`src/verilog/wdat_map.svh`:
```
// Offsets, field positions, reset values and timing counts of the watchdog and address trap
`ifndef WDAT_MAP_SVH
`define WDAT_MAP_SVH

// Register byte offsets on APB
`define WDAT_ADDR_W          12
`define WDAT_OFF_CTRL_ONE    12'h000
`define WDAT_OFF_COMMAND     12'h004
`define WDAT_OFF_STATUS      12'h008

// Control register one fields
`define WDAT_BIT_OVF_ACT     0
`define WDAT_BIT_PERIOD_LO   1
`define WDAT_BIT_PERIOD_HI   2
`define WDAT_BIT_ENABLE      3
`define WDAT_BIT_TRAP_ACT    4
`define WDAT_BIT_RAM_TRAP    5
`define WDAT_RST_CTRL_ONE    8'h39

// Command codes
`define WDAT_CODE_CLEAR      8'h4E
`define WDAT_CODE_DISABLE    8'hB1
`define WDAT_CODE_RAM_COMMIT 8'hD2

// Status register fields
`define WDAT_ST_RUNNING      0
`define WDAT_ST_BIN_LO       1
`define WDAT_ST_BIN_HI       2
`define WDAT_ST_RAM_EFF      3
`define WDAT_ST_RST_HOLD     4
`define WDAT_ST_OVF_ACT      5
`define WDAT_ST_TRAP_ACT     6

// Fetch address areas
`define WDAT_SFR_BASE        16'h0000
`define WDAT_SFR_LAST        16'h003F
`define WDAT_RAM_BASE        16'h0040
`define WDAT_RAM_LAST        16'h083F

// Timing
`define WDAT_CLK_HZ          20000000
`define WDAT_FC_HZ           20000000
`define WDAT_DIV_W           23
`define WDAT_RESET_TIME_FC   24
`define WDAT_RESET_CYCLES    ((`WDAT_RESET_TIME_FC * `WDAT_CLK_HZ) / `WDAT_FC_HZ)

`endif

```
`src/verilog/wdat_pkg.sv`:
```
// Types shared by the watchdog and address trap modules
package wdat_pkg;
  typedef logic [1:0] wdat_period_t;
  typedef logic [1:0] wdat_bin_t;
  typedef enum logic {
    WDAT_RS_IDLE,
    WDAT_RS_HOLD
  } wdat_rst_state_t;
endpackage

```
`src/verilog/wdat_cnt_if.sv`:
```
// Link between the watchdog control logic and its counter chain
`timescale 1ns/1ps
`default_nettype none
interface wdat_cnt_if;
  logic                  run;
  logic                  pause;
  logic                  clear;
  wdat_pkg::wdat_period_t period;
  logic                  overflow;
  wdat_pkg::wdat_bin_t    bin_cnt;

  modport ctl (output run, output pause, output clear, output period, input overflow, input bin_cnt);
  modport cnt (input run, input pause, input clear, input period, output overflow, output bin_cnt);
endinterface
`default_nettype wire

```
`src/verilog/wdat_counter.sv`:
```
// Internal divider and two-stage binary counter of the watchdog
`timescale 1ns/1ps
`default_nettype none
`include "wdat_map.svh"
module wdat_counter #(
  parameter int DIV_W = `WDAT_DIV_W
) (
  // Clock and reset
  input  wire logic clk_i,
  input  wire logic rst_n_i,
  // Control side
  wdat_cnt_if.cnt   cnt
);
  logic [DIV_W-1:0]    div_q;
  logic [DIV_W-1:0]    low_mask;
  logic                tick;
  wdat_pkg::wdat_bin_t bin_q;
  logic                ovf_q;

  localparam logic [DIV_W-1:0] DIV_ONE = {{(DIV_W-1){1'b0}}, 1'b1};

  // Tap moves two bits down per period code
  always_comb begin
    low_mask = {DIV_W{1'b1}} >> {cnt.period, 1'b0};
    tick     = &(div_q | ~low_mask);
  end

  // Divider is never cleared by the clear code
  always_ff @(posedge clk_i) begin
    if (!rst_n_i) begin
      div_q <= '0;
    end else if (!cnt.pause) begin
      div_q <= div_q + DIV_ONE;
    end
  end

  always_ff @(posedge clk_i) begin
    if (!rst_n_i) begin
      bin_q <= 2'h0;
    end else if (!cnt.run || cnt.clear) begin
      bin_q <= 2'h0;
    end else if (!cnt.pause && tick) begin
      bin_q <= bin_q + 2'h1;
    end
  end

  always_ff @(posedge clk_i) begin
    if (!rst_n_i) begin
      ovf_q <= 1'b0;
    end else begin
      ovf_q <= cnt.run && !cnt.clear && !cnt.pause && tick && (bin_q == 2'h3);
    end
  end

  assign cnt.overflow = ovf_q;
  assign cnt.bin_cnt  = bin_q;
endmodule // wdat_counter
`default_nettype wire

```
`src/verilog/wdat_top.sv`:
```
// Watchdog timer with address trap monitor and APB register slave
//
// How it works
// - Enable bit resets to one so the watchdog runs after reset.
// - Binary counters are held cleared while the watchdog is disabled.
// - Overflow with action bit zero raises the overflow interrupt request.
// - Overflow interrupt request is non-maskable, never gated by the mask flag.
// - Every overflow raises a new request even while another is in service.
// - Overflow with action bit one requests reset and drives reset pin low.
// - Two-bit period field picks four periods, code 00 longest.
// - New RAM-trap select takes effect only on the commit code.
// - Fetch from the register area always traps.
// - Trap with action bit zero raises the non-maskable fetch-trap interrupt.
// - Every trap raises a new request even while another is in service.
// - Trap with action bit one requests reset and drives reset pin low.
// - Trap reset in low-speed mode one restarts the fast oscillator.
// - Clear code clears only the binary counter, not the divider.
// - Once cleared, the overflow action bit cannot be set again.
// - Counter pauses in stop, idle and sleep and then continues.
//
// Register access over APB and the register offsets were decided locally.
`timescale 1ns/1ps
`default_nettype none
`include "wdat_map.svh"
module wdat_top #(
  parameter int DIV_W = `WDAT_DIV_W
) (
  // Clock and reset
  input  wire logic                     clk_i,
  input  wire logic                     rst_n_i,
  // APB slave
  input  wire logic [`WDAT_ADDR_W-1:0]  paddr_i,
  input  wire logic                     psel_i,
  input  wire logic                     penable_i,
  input  wire logic                     pwrite_i,
  input  wire logic [31:0]              pwdata_i,
  output logic      [31:0]              prdata_o,
  output logic                          pready_o,
  output logic                          pslverr_o,
  // CPU core
  input  wire logic                     fetch_valid_i,
  input  wire logic [15:0]              fetch_addr_i,
  input  wire logic                     power_pause_i,
  input  wire logic                     low_speed_mode_one_i,
  // Events
  output logic                          wd_overflow_irq_o,
  output logic                          fetch_trap_irq_o,
  output logic                          sys_reset_req_o,
  output logic                          reset_pin_n_o,
  output logic                          osc_restart_o
);
  localparam logic [4:0] RESET_LEN = 5'(`WDAT_RESET_CYCLES);
  localparam logic [7:0] RST_CTRL  = `WDAT_RST_CTRL_ONE;

  wdat_cnt_if cnt_if ();

  logic                        pready_q;
  logic [31:0]                 prdata_q;
  logic                        pslverr_q;
  logic                        access;
  logic                        wr_en;
  logic                        mapped;
  logic                        ctrl_wr;
  logic                        cmd_wr;
  logic [7:0]                  wbyte;
  logic                        wd_enable_bit_q;
  wdat_pkg::wdat_period_t      detect_period_select_q;
  logic                        overflow_action_select_q;
  logic                        trap_action_select_q;
  logic                        ram_trap_select_q;
  logic                        ram_trap_eff_q;
  logic                        running_q;
  logic                        clear_q;
  logic                        in_sfr;
  logic                        in_ram;
  logic                        trap_hit;
  logic                        ovf_irq_q;
  logic                        trap_irq_q;
  logic                        reset_ev;
  wdat_pkg::wdat_rst_state_t   rs_q;
  logic [4:0]                  rst_cnt_q;
  logic                        pin_n_q;
  logic                        req_q;
  logic                        osc_q;

  // Bus decode
  always_comb begin
    access  = psel_i && penable_i && pready_q;
    wr_en   = access && pwrite_i;
    wbyte   = pwdata_i[7:0];
    mapped  = (paddr_i == `WDAT_OFF_CTRL_ONE) || (paddr_i == `WDAT_OFF_COMMAND) ||
              (paddr_i == `WDAT_OFF_STATUS);
    ctrl_wr = wr_en && (paddr_i == `WDAT_OFF_CTRL_ONE);
    cmd_wr  = wr_en && (paddr_i == `WDAT_OFF_COMMAND);
  end

  // Zero-wait answer: ready registered at the end of the setup cycle, high in the first access cycle
  always_ff @(posedge clk_i) begin
    if (!rst_n_i) begin
      pready_q <= 1'b0;
    end else begin
      pready_q <= psel_i && !penable_i && !pready_q;
    end
  end

  always_ff @(posedge clk_i) begin
    if (!rst_n_i) begin
      pslverr_q <= 1'b0;
    end else begin
      pslverr_q <= psel_i && !penable_i && !pready_q && !mapped;
    end
  end

  // Control one and command read as zero
  always_ff @(posedge clk_i) begin
    if (!rst_n_i) begin
      prdata_q <= 32'h0000_0000;
    end else if (psel_i && !penable_i && !pready_q) begin
      prdata_q <= 32'h0000_0000;
      if (!pwrite_i && paddr_i == `WDAT_OFF_STATUS) begin
        prdata_q[`WDAT_ST_RUNNING]                   <= running_q;
        prdata_q[`WDAT_ST_BIN_HI:`WDAT_ST_BIN_LO]    <= cnt_if.bin_cnt;
        prdata_q[`WDAT_ST_RAM_EFF]                   <= ram_trap_eff_q;
        prdata_q[`WDAT_ST_RST_HOLD]                  <= (rs_q == wdat_pkg::WDAT_RS_HOLD);
        prdata_q[`WDAT_ST_OVF_ACT]                   <= overflow_action_select_q;
        prdata_q[`WDAT_ST_TRAP_ACT]                  <= trap_action_select_q;
      end
    end
  end

  // Control register one
  always_ff @(posedge clk_i) begin
    if (!rst_n_i) begin
      wd_enable_bit_q        <= RST_CTRL[`WDAT_BIT_ENABLE];
      detect_period_select_q <= 2'h0;
      trap_action_select_q   <= 1'b1;
      ram_trap_select_q      <= 1'b1;
    end else if (ctrl_wr) begin
      wd_enable_bit_q        <= wbyte[`WDAT_BIT_ENABLE];
      detect_period_select_q <= wbyte[`WDAT_BIT_PERIOD_HI:`WDAT_BIT_PERIOD_LO];
      trap_action_select_q   <= wbyte[`WDAT_BIT_TRAP_ACT];
      ram_trap_select_q      <= wbyte[`WDAT_BIT_RAM_TRAP];
    end
  end

  // Action bit may only fall
  always_ff @(posedge clk_i) begin
    if (!rst_n_i) begin
      overflow_action_select_q <= 1'b1;
    end else if (ctrl_wr) begin
      overflow_action_select_q <= overflow_action_select_q & wbyte[`WDAT_BIT_OVF_ACT];
    end
  end

  // Selected RAM trapping applied by commit code
  always_ff @(posedge clk_i) begin
    if (!rst_n_i) begin
      ram_trap_eff_q <= 1'b1;
    end else if (cmd_wr && wbyte == `WDAT_CODE_RAM_COMMIT) begin
      ram_trap_eff_q <= ram_trap_select_q;
    end
  end

  // Run state: enable acts at once, disable needs code with bit cleared
  always_ff @(posedge clk_i) begin
    if (!rst_n_i) begin
      running_q <= 1'b1;
    end else if (ctrl_wr && wbyte[`WDAT_BIT_ENABLE]) begin
      running_q <= 1'b1;
    end else if (cmd_wr && wbyte == `WDAT_CODE_DISABLE && !wd_enable_bit_q) begin
      running_q <= 1'b0;
    end
  end

  always_ff @(posedge clk_i) begin
    if (!rst_n_i) begin
      clear_q <= 1'b0;
    end else begin
      clear_q <= cmd_wr && wbyte == `WDAT_CODE_CLEAR;
    end
  end

  assign cnt_if.run    = running_q;
  assign cnt_if.pause  = power_pause_i;
  assign cnt_if.clear  = clear_q;
  assign cnt_if.period = detect_period_select_q;

  wdat_counter #(
    .DIV_W (DIV_W)
  ) u_counter (
    .clk_i   (clk_i),
    .rst_n_i (rst_n_i),
    .cnt     (cnt_if.cnt)
  );

  // Address trap detection
  always_comb begin
    // Register area starts at address zero
    in_sfr   = (fetch_addr_i <= `WDAT_SFR_LAST);
    in_ram   = (fetch_addr_i >= `WDAT_RAM_BASE) && (fetch_addr_i <= `WDAT_RAM_LAST);
    trap_hit = fetch_valid_i && (in_sfr || (ram_trap_eff_q && in_ram));
    reset_ev = (cnt_if.overflow && overflow_action_select_q) || (trap_hit && trap_action_select_q);
  end

  // Requests ignore the mask flag and any interrupt in service
  always_ff @(posedge clk_i) begin
    if (!rst_n_i) begin
      ovf_irq_q <= 1'b0;
    end else begin
      ovf_irq_q <= cnt_if.overflow && !overflow_action_select_q;
    end
  end

  always_ff @(posedge clk_i) begin
    if (!rst_n_i) begin
      trap_irq_q <= 1'b0;
    end else begin
      trap_irq_q <= trap_hit && !trap_action_select_q;
    end
  end

  // Reset pulse sequencer
  always_ff @(posedge clk_i) begin
    if (!rst_n_i) begin
      rs_q      <= wdat_pkg::WDAT_RS_IDLE;
      rst_cnt_q <= 5'h00;
      pin_n_q   <= 1'b1;
    end else begin
      unique case (rs_q)
        wdat_pkg::WDAT_RS_IDLE: begin
          if (reset_ev) begin
            rs_q      <= wdat_pkg::WDAT_RS_HOLD;
            rst_cnt_q <= RESET_LEN - 5'h01;
            pin_n_q   <= 1'b0;
          end
        end
        wdat_pkg::WDAT_RS_HOLD: begin
          if (rst_cnt_q == 5'h00) begin
            rs_q    <= wdat_pkg::WDAT_RS_IDLE;
            pin_n_q <= 1'b1;
          end else begin
            rst_cnt_q <= rst_cnt_q - 5'h01;
          end
        end
      endcase
    end
  end

  always_ff @(posedge clk_i) begin
    if (!rst_n_i) begin
      req_q <= 1'b0;
      osc_q <= 1'b0;
    end else begin
      req_q <= reset_ev && rs_q == wdat_pkg::WDAT_RS_IDLE;
      osc_q <= reset_ev && rs_q == wdat_pkg::WDAT_RS_IDLE && trap_hit && trap_action_select_q &&
               low_speed_mode_one_i;
    end
  end

  assign prdata_o          = prdata_q;
  assign pready_o          = pready_q;
  assign pslverr_o         = pslverr_q;
  assign wd_overflow_irq_o = ovf_irq_q;
  assign fetch_trap_irq_o  = trap_irq_q;
  assign sys_reset_req_o   = req_q;
  assign reset_pin_n_o     = pin_n_q;
  assign osc_restart_o     = osc_q;

  // Helper: length of the current low phase on the reset pin
  logic [5:0] low_len_q;
  always_ff @(posedge clk_i) begin
    if (!rst_n_i || pin_n_q) begin
      low_len_q <= 6'h00;
    end else begin
      low_len_q <= low_len_q + 6'h01;
    end
  end
endmodule // wdat_top
`default_nettype wire
```
`config.mk`:
```
export PLATFORM = sky130hd
export DESIGN_NAME = wdat_top
export DESIGN_NICKNAME = d
export VERILOG_FILES = /design/src/verilog/wdat_pkg.sv /design/src/verilog/wdat_cnt_if.sv /design/src/verilog/wdat_counter.sv /design/src/verilog/wdat_top.sv
export VERILOG_INCLUDE_DIRS = /design/src /design/src/verilog
export SDC_FILE = /design/constraint.sdc
export NUM_CORES = 1
export LEC_CHECK = 0
export BUFFER_PORTS_ARGS = -buffer_cell sky130_fd_sc_hd__buf_2
export CORE_MARGIN = 1
export CORE_UTILIZATION = 35
export CTS_CLUSTER_SIZE = 30
export DETAILED_ROUTE_END_ITERATION = 7
export GPL_TIMING_DRIVEN = 0
export HOLD_SLACK_MARGIN = 0.02
export PLACE_DENSITY_LB_ADDON = 0.05
export SYNTH_ARGS = -nofsm -noshare
export SYNTH_HDL_FRONTEND = slang
export SYNTH_SLANG_ARGS = --single-unit
```
`constraint.sdc`:
```
create_clock -name clk_i -period 3.8 [get_ports clk_i]
set_clock_uncertainty 0.05 [all_clocks]
set_input_delay 0.57 -clock clk_i [delete_from_list [all_inputs] [get_ports clk_i]]
set_output_delay 0.57 -clock clk_i [all_outputs]
set_load 0.005 [all_outputs]
```
# Word-level counts from Yosys, hierarchy flattened
# Cells that the tools add are included.
# op_classes
n_addsub	3
order_cmp	3
n_eq_ne	9
shifts	1
n_mux	10
bitwise_logic	5
n_reduce_logical	52
# ops
cell	count
$logic_and 1x1->1	30
$add 23x1->23 const B	1
$not 23->23	1
$or 23x23->23	1
$reduce_and 23->1	1
$shr 23x3->23 const A	1
$eq 8x8->1 const B	2
$ge 16x7->1 const B	1
$le 16x12->1 const B	1
$le 16x6->1 const B	1
$eq 12x3->1 const B	1
$eq 12x4->1 const B	1
$logic_not 12->1	1
$logic_not 1->1	10
$mux 5	2
$pmux 5 s2	1
$eq 8x7->1 const B	1
$mux 7	1
$logic_not 5->1	1
$logic_or 1x1->1	5
$sub 5x1->5 const B	1
$mux 1	4
$ne 2x2->1 const B	2
$pmux 1 s2	2
7 further kinds	10
# word_totals
register_bits	55
input_bits	68
output_inout_bits	39
elab_cells	104

# Depth between registers and ports, before layout
# depth
ltp_word	11
ltp_mapped	7

# Cells and area by module
# A second synthesis with hierarchy kept.
# hier_totals
hier_cells	311
area_unflattened_um2	2846.5
# by_module_without_submodules
module	instances	cells_each	area_each_um2	seq_area_each_um2
wdat_top	1	186	1619.1	580.6
wdat_counter	1	125	1227.4	520.5

# Least setup slack after synthesis
# OpenSTA, ideal clock, no wires.
# synth_path
kind	input -> register
startpoint	in paddr_i[7]
endpoint	reg ram_trap_select_q
setup_time_ns	0.130
arrival_time_ns	1.890
t_required_ns	3.620
path_slack_ns	1.729
stages	5
path_buffers	0
cell_sequence	or4_4 > nor4_4 > nand3b_2 > mux2i_1 > nand2_1
# synth_between
elab_chain_cells	2
# synth_rtl
item	line_no	source
from (decl)	wdat_top.sv:32	input wire logic [`WDAT_ADDR_W-1:0] paddr_i,
$logic_not 12->1 (no source line)	--	
$logic_and 1x1->1	wdat_top.sv:93	ctrl_wr = wr_en && (paddr_i == `WDAT_OFF_CTRL_ONE);
to (signal assigned)	wdat_top.sv:142	ram_trap_select_q <= wbyte[`WDAT_BIT_RAM_TRAP];
to (decl)	wdat_top.sv:70	logic ram_trap_select_q;
# No other way between the ends.
# A chain may end at the register's enable or synchronous reset.

# Worst setup path in the final report
# layout_path
startpoint	reg u_counter.div_q[0]
endpoint	reg u_counter.div_q[22]
# layout_between
elab_chain_cells	1
# layout_rtl
item	line_no	source
from (decl)	wdat_counter.sv:14	logic [DIV_W-1:0] div_q;
from (signal assigned)	wdat_counter.sv:33	div_q <= div_q + DIV_ONE;
$add 23x1->23	wdat_counter.sv:33	
# No other way between the ends.

==> reports/metrics.yaml <==
outcome: "finished, final reports clean"
startpoint_type: "flip-flop"
r2r_start: "u_counter.div_q[0]"
nNetsFinal: 455
worstPathArrival_ns: 2.38
drtIter0Drc: 84
synth_top_cell_by_area: "dfxtp_1"
drc: 0
grt_max_degree: 17
cts_buffers: 5
cts_hold_buffers: 0
synth_edf_count: 0
antenna_found_initial: 0
grt_use_total_pct: 15.6
endpoint_kind: "flip-flop"
preCtsSetupSlack_ns: 1.39
drv_cap: 0
async_flop_share_pct: 0
busiest_layer: "met2"
routabilityCongestion: 0.790
cp-endpoint: "u_counter.div_q[22]"
startpoint: "u_counter.div_q[0]"
synth_area_leaders: "dfxtp_1 (42%), buf_4 (7.4%), nor2_1 (5.1%)"
r2r-end: "u_counter.div_q[22]"
areaGrowthSynthToFinish_pct: 22.2
powerDensity_nw_per_um2: 335
final_area_um2: 3220
cts_tree: "built"
viasPerCell: 4.67
io_buffers: 51
cts_resized: 0
die_w_um: 88.8
setup_ws_ns: 1.61
grtUsageMet2_pct: 26.3
hold_path.class: "reg2reg"
yosysWarnings: 0
use_met3_pct: 3.26
synth.distinct_cells: 51
dpl.hpwl_um: 4180
synth-main-ff-cell: "dfxtp_1"
yosys.area.top_type_share_pct: 41.7
layout_min_cycle_time_ns: 2.19
min_period_over_period_pct: 57.6
die_h_um: 88.8
tightest_slew_ns: 0.663
grt_pass1_wl_um: 9310
synth_commonest_cells: "dfxtp_1 (55), nor2_1 (36), buf_4 (26), nand2_1 (19), inv_1 (13)"
insertion_delay_ns: 0.31
tns_ns: 0
drive_gt1_share_pct: 23.4
post_cts_buffers: 0
synth_area_um2: 2640
detail-route-antenna-nets: 0
synth.avg_cell_area_um2: 8.76
ys_seq_area_share_pct: 41.7
rsz0062_at_grt: "false"
wl_per_cell_um: 11.9
hold_viol: 0
holdWs_ns: 0.390
crit_fanout: 9
crit_type: "reg2reg"
fin_util_pct: 44.5
yosysMostFrequentCell: "dfxtp_1"
wirelength_um: 5750
top_level_ports: 107
ys_ff_latch: 55
drv_slew: 0
grt_pass1_vias: 1955
setup_viol: 0
p_leak_nw: 1.41
initial_utilization_pct: 36.4
fmax_mhz: 457
grt_overflow: 0
reg2regPathDepth: 6
fp.coreArea_um2: 7250
met1_usage_pct: 20.0
r2r_slack_ns: 1.61
clkTransAtPathRegs_ns: 0.10
cp_data_required_time_ns: 3.99
clock_sinks: 55
firstDrtPassIters: 4
synth_cells: 301
diodes: 0
max_slew_margin_pct: 55.8
placed_area_um2: 3110
via_count: 2258
root_buffer: "clkbuf_8"
rows: 31
htreeDepth: 2
cts_buffer_depth: 2
peakVddDrop_v: 0.000145
die_area_um2: 7890
[critical path, cell delays in order, from the launching register on]
cell	delay [ns]
dfxtp_1	0.38
ha_1	0.17
and3b_1	0.16
clkbuf_1	0.27
nand4_1	0.41
nor4_1	0.46
mux2i_1	0.23
[final cells by class]
type / instances / area, um2
buffer: 35 / 230
clock buffer: 6 / 82.6
clock inverter: 2 / 35.0
fill: 762 / 4030
inverter: 13 / 48.8
multi-input combinational: 222 / 1350
sequential: 55 / 1100
tap: 99 / 124
timing repair buffer: 51 / 255
[per-stage QoR]
stage,std cells,total power (W)
floorplan,325,0.000650
global placement,475,0.000686
detailed placement,475,0.000687
CTS,483,0.00109
global route,483,0.00113
finish,483,0.00108
[sequential cells by signal (all words and copies together) (netlist names), 2 cells and up]
name / cells
rst_cnt_q: 5
u_counter.cnt.bin_cnt: 2
cnt_if.period: 2
prdata_o: 7
u_counter.div_q: 23
[where the power goes]
part	total [W]	switching (W)	internal (W)	leakage, nW
clock	0.000406	0.000192	0.000214	0.0612
sequential	0.000584	0.00000358	0.000581	0.444
combinational	0.0000889	0.0000454	0.0000436	0.903
total	0.00108	0.000241	0.000838	1.41
[placed cells by master (no fill, tap or decap), types with 3 or more instances in the layout]
cell and instances:
o21ai_0 8, nor3_1 11, nand2_1 19, xor2_1 7
mux2i_1 9, and4_1 4, xnor2_1 9, clkbuf_8 6
conb_1 25, nor2_1 36, dfxtp_1 55, clkbuf_1 5
inv_1 13, or3_1 7, nor4_1 5, buf_1 3
ha_1 4, nor2b_1 3, nand4_1 9, nand3_1 10
and3_1 3, a21oi_1 7, buf_4 26, buf_2 52
a22oi_1 8
[routing by layer]
metal  vias to the layer above  share of wire [%]
li1                       1176                  -
met1                      1018                 49
met2                        59                 43
met3                         5                5.9
met4                         0                1.3
met5                         -                  0
[logic make-up (layout without fill, tap and decap cells)]
| logic type | after synthesis | after routing | share of synthesized area (%) |
|---|---|---|---|
| buffers and inverters | 48 | 107 | 10.6 |
| other | 1 | 25 | 0.142 |
| and+or+nand+nor | 126 | 126 | 26.0 |
| adders and majority gates | 4 | 4 | 1.90 |
| muxes | 9 | 9 | 3.42 |
| DFF | 55 | 55 | 41.7 |
| xor gates and xnor gates | 16 | 16 | 5.31 |
| AOI/OAI and AO/OA | 42 | 42 | 10.9 |
[worst min-delay path by stage]
stage	cells past startpoint	slack, ns	start	to
after floorplan	2	0.36	u_counter.cnt.overflow	wd_overflow_irq_o
after global placement	2	0.38	u_counter.cnt.overflow	wd_overflow_irq_o
after detailed placement	2	0.38	u_counter.cnt.overflow	wd_overflow_irq_o
after CTS	2	0.39	u_counter.cnt.overflow	wd_overflow_irq_o
after global routing	2	0.40	pwdata_i[4]	clear_q
final	2	0.39	u_counter.cnt.overflow	wd_overflow_irq_o
No activity file was read; power rests on OpenSTA's default activity.
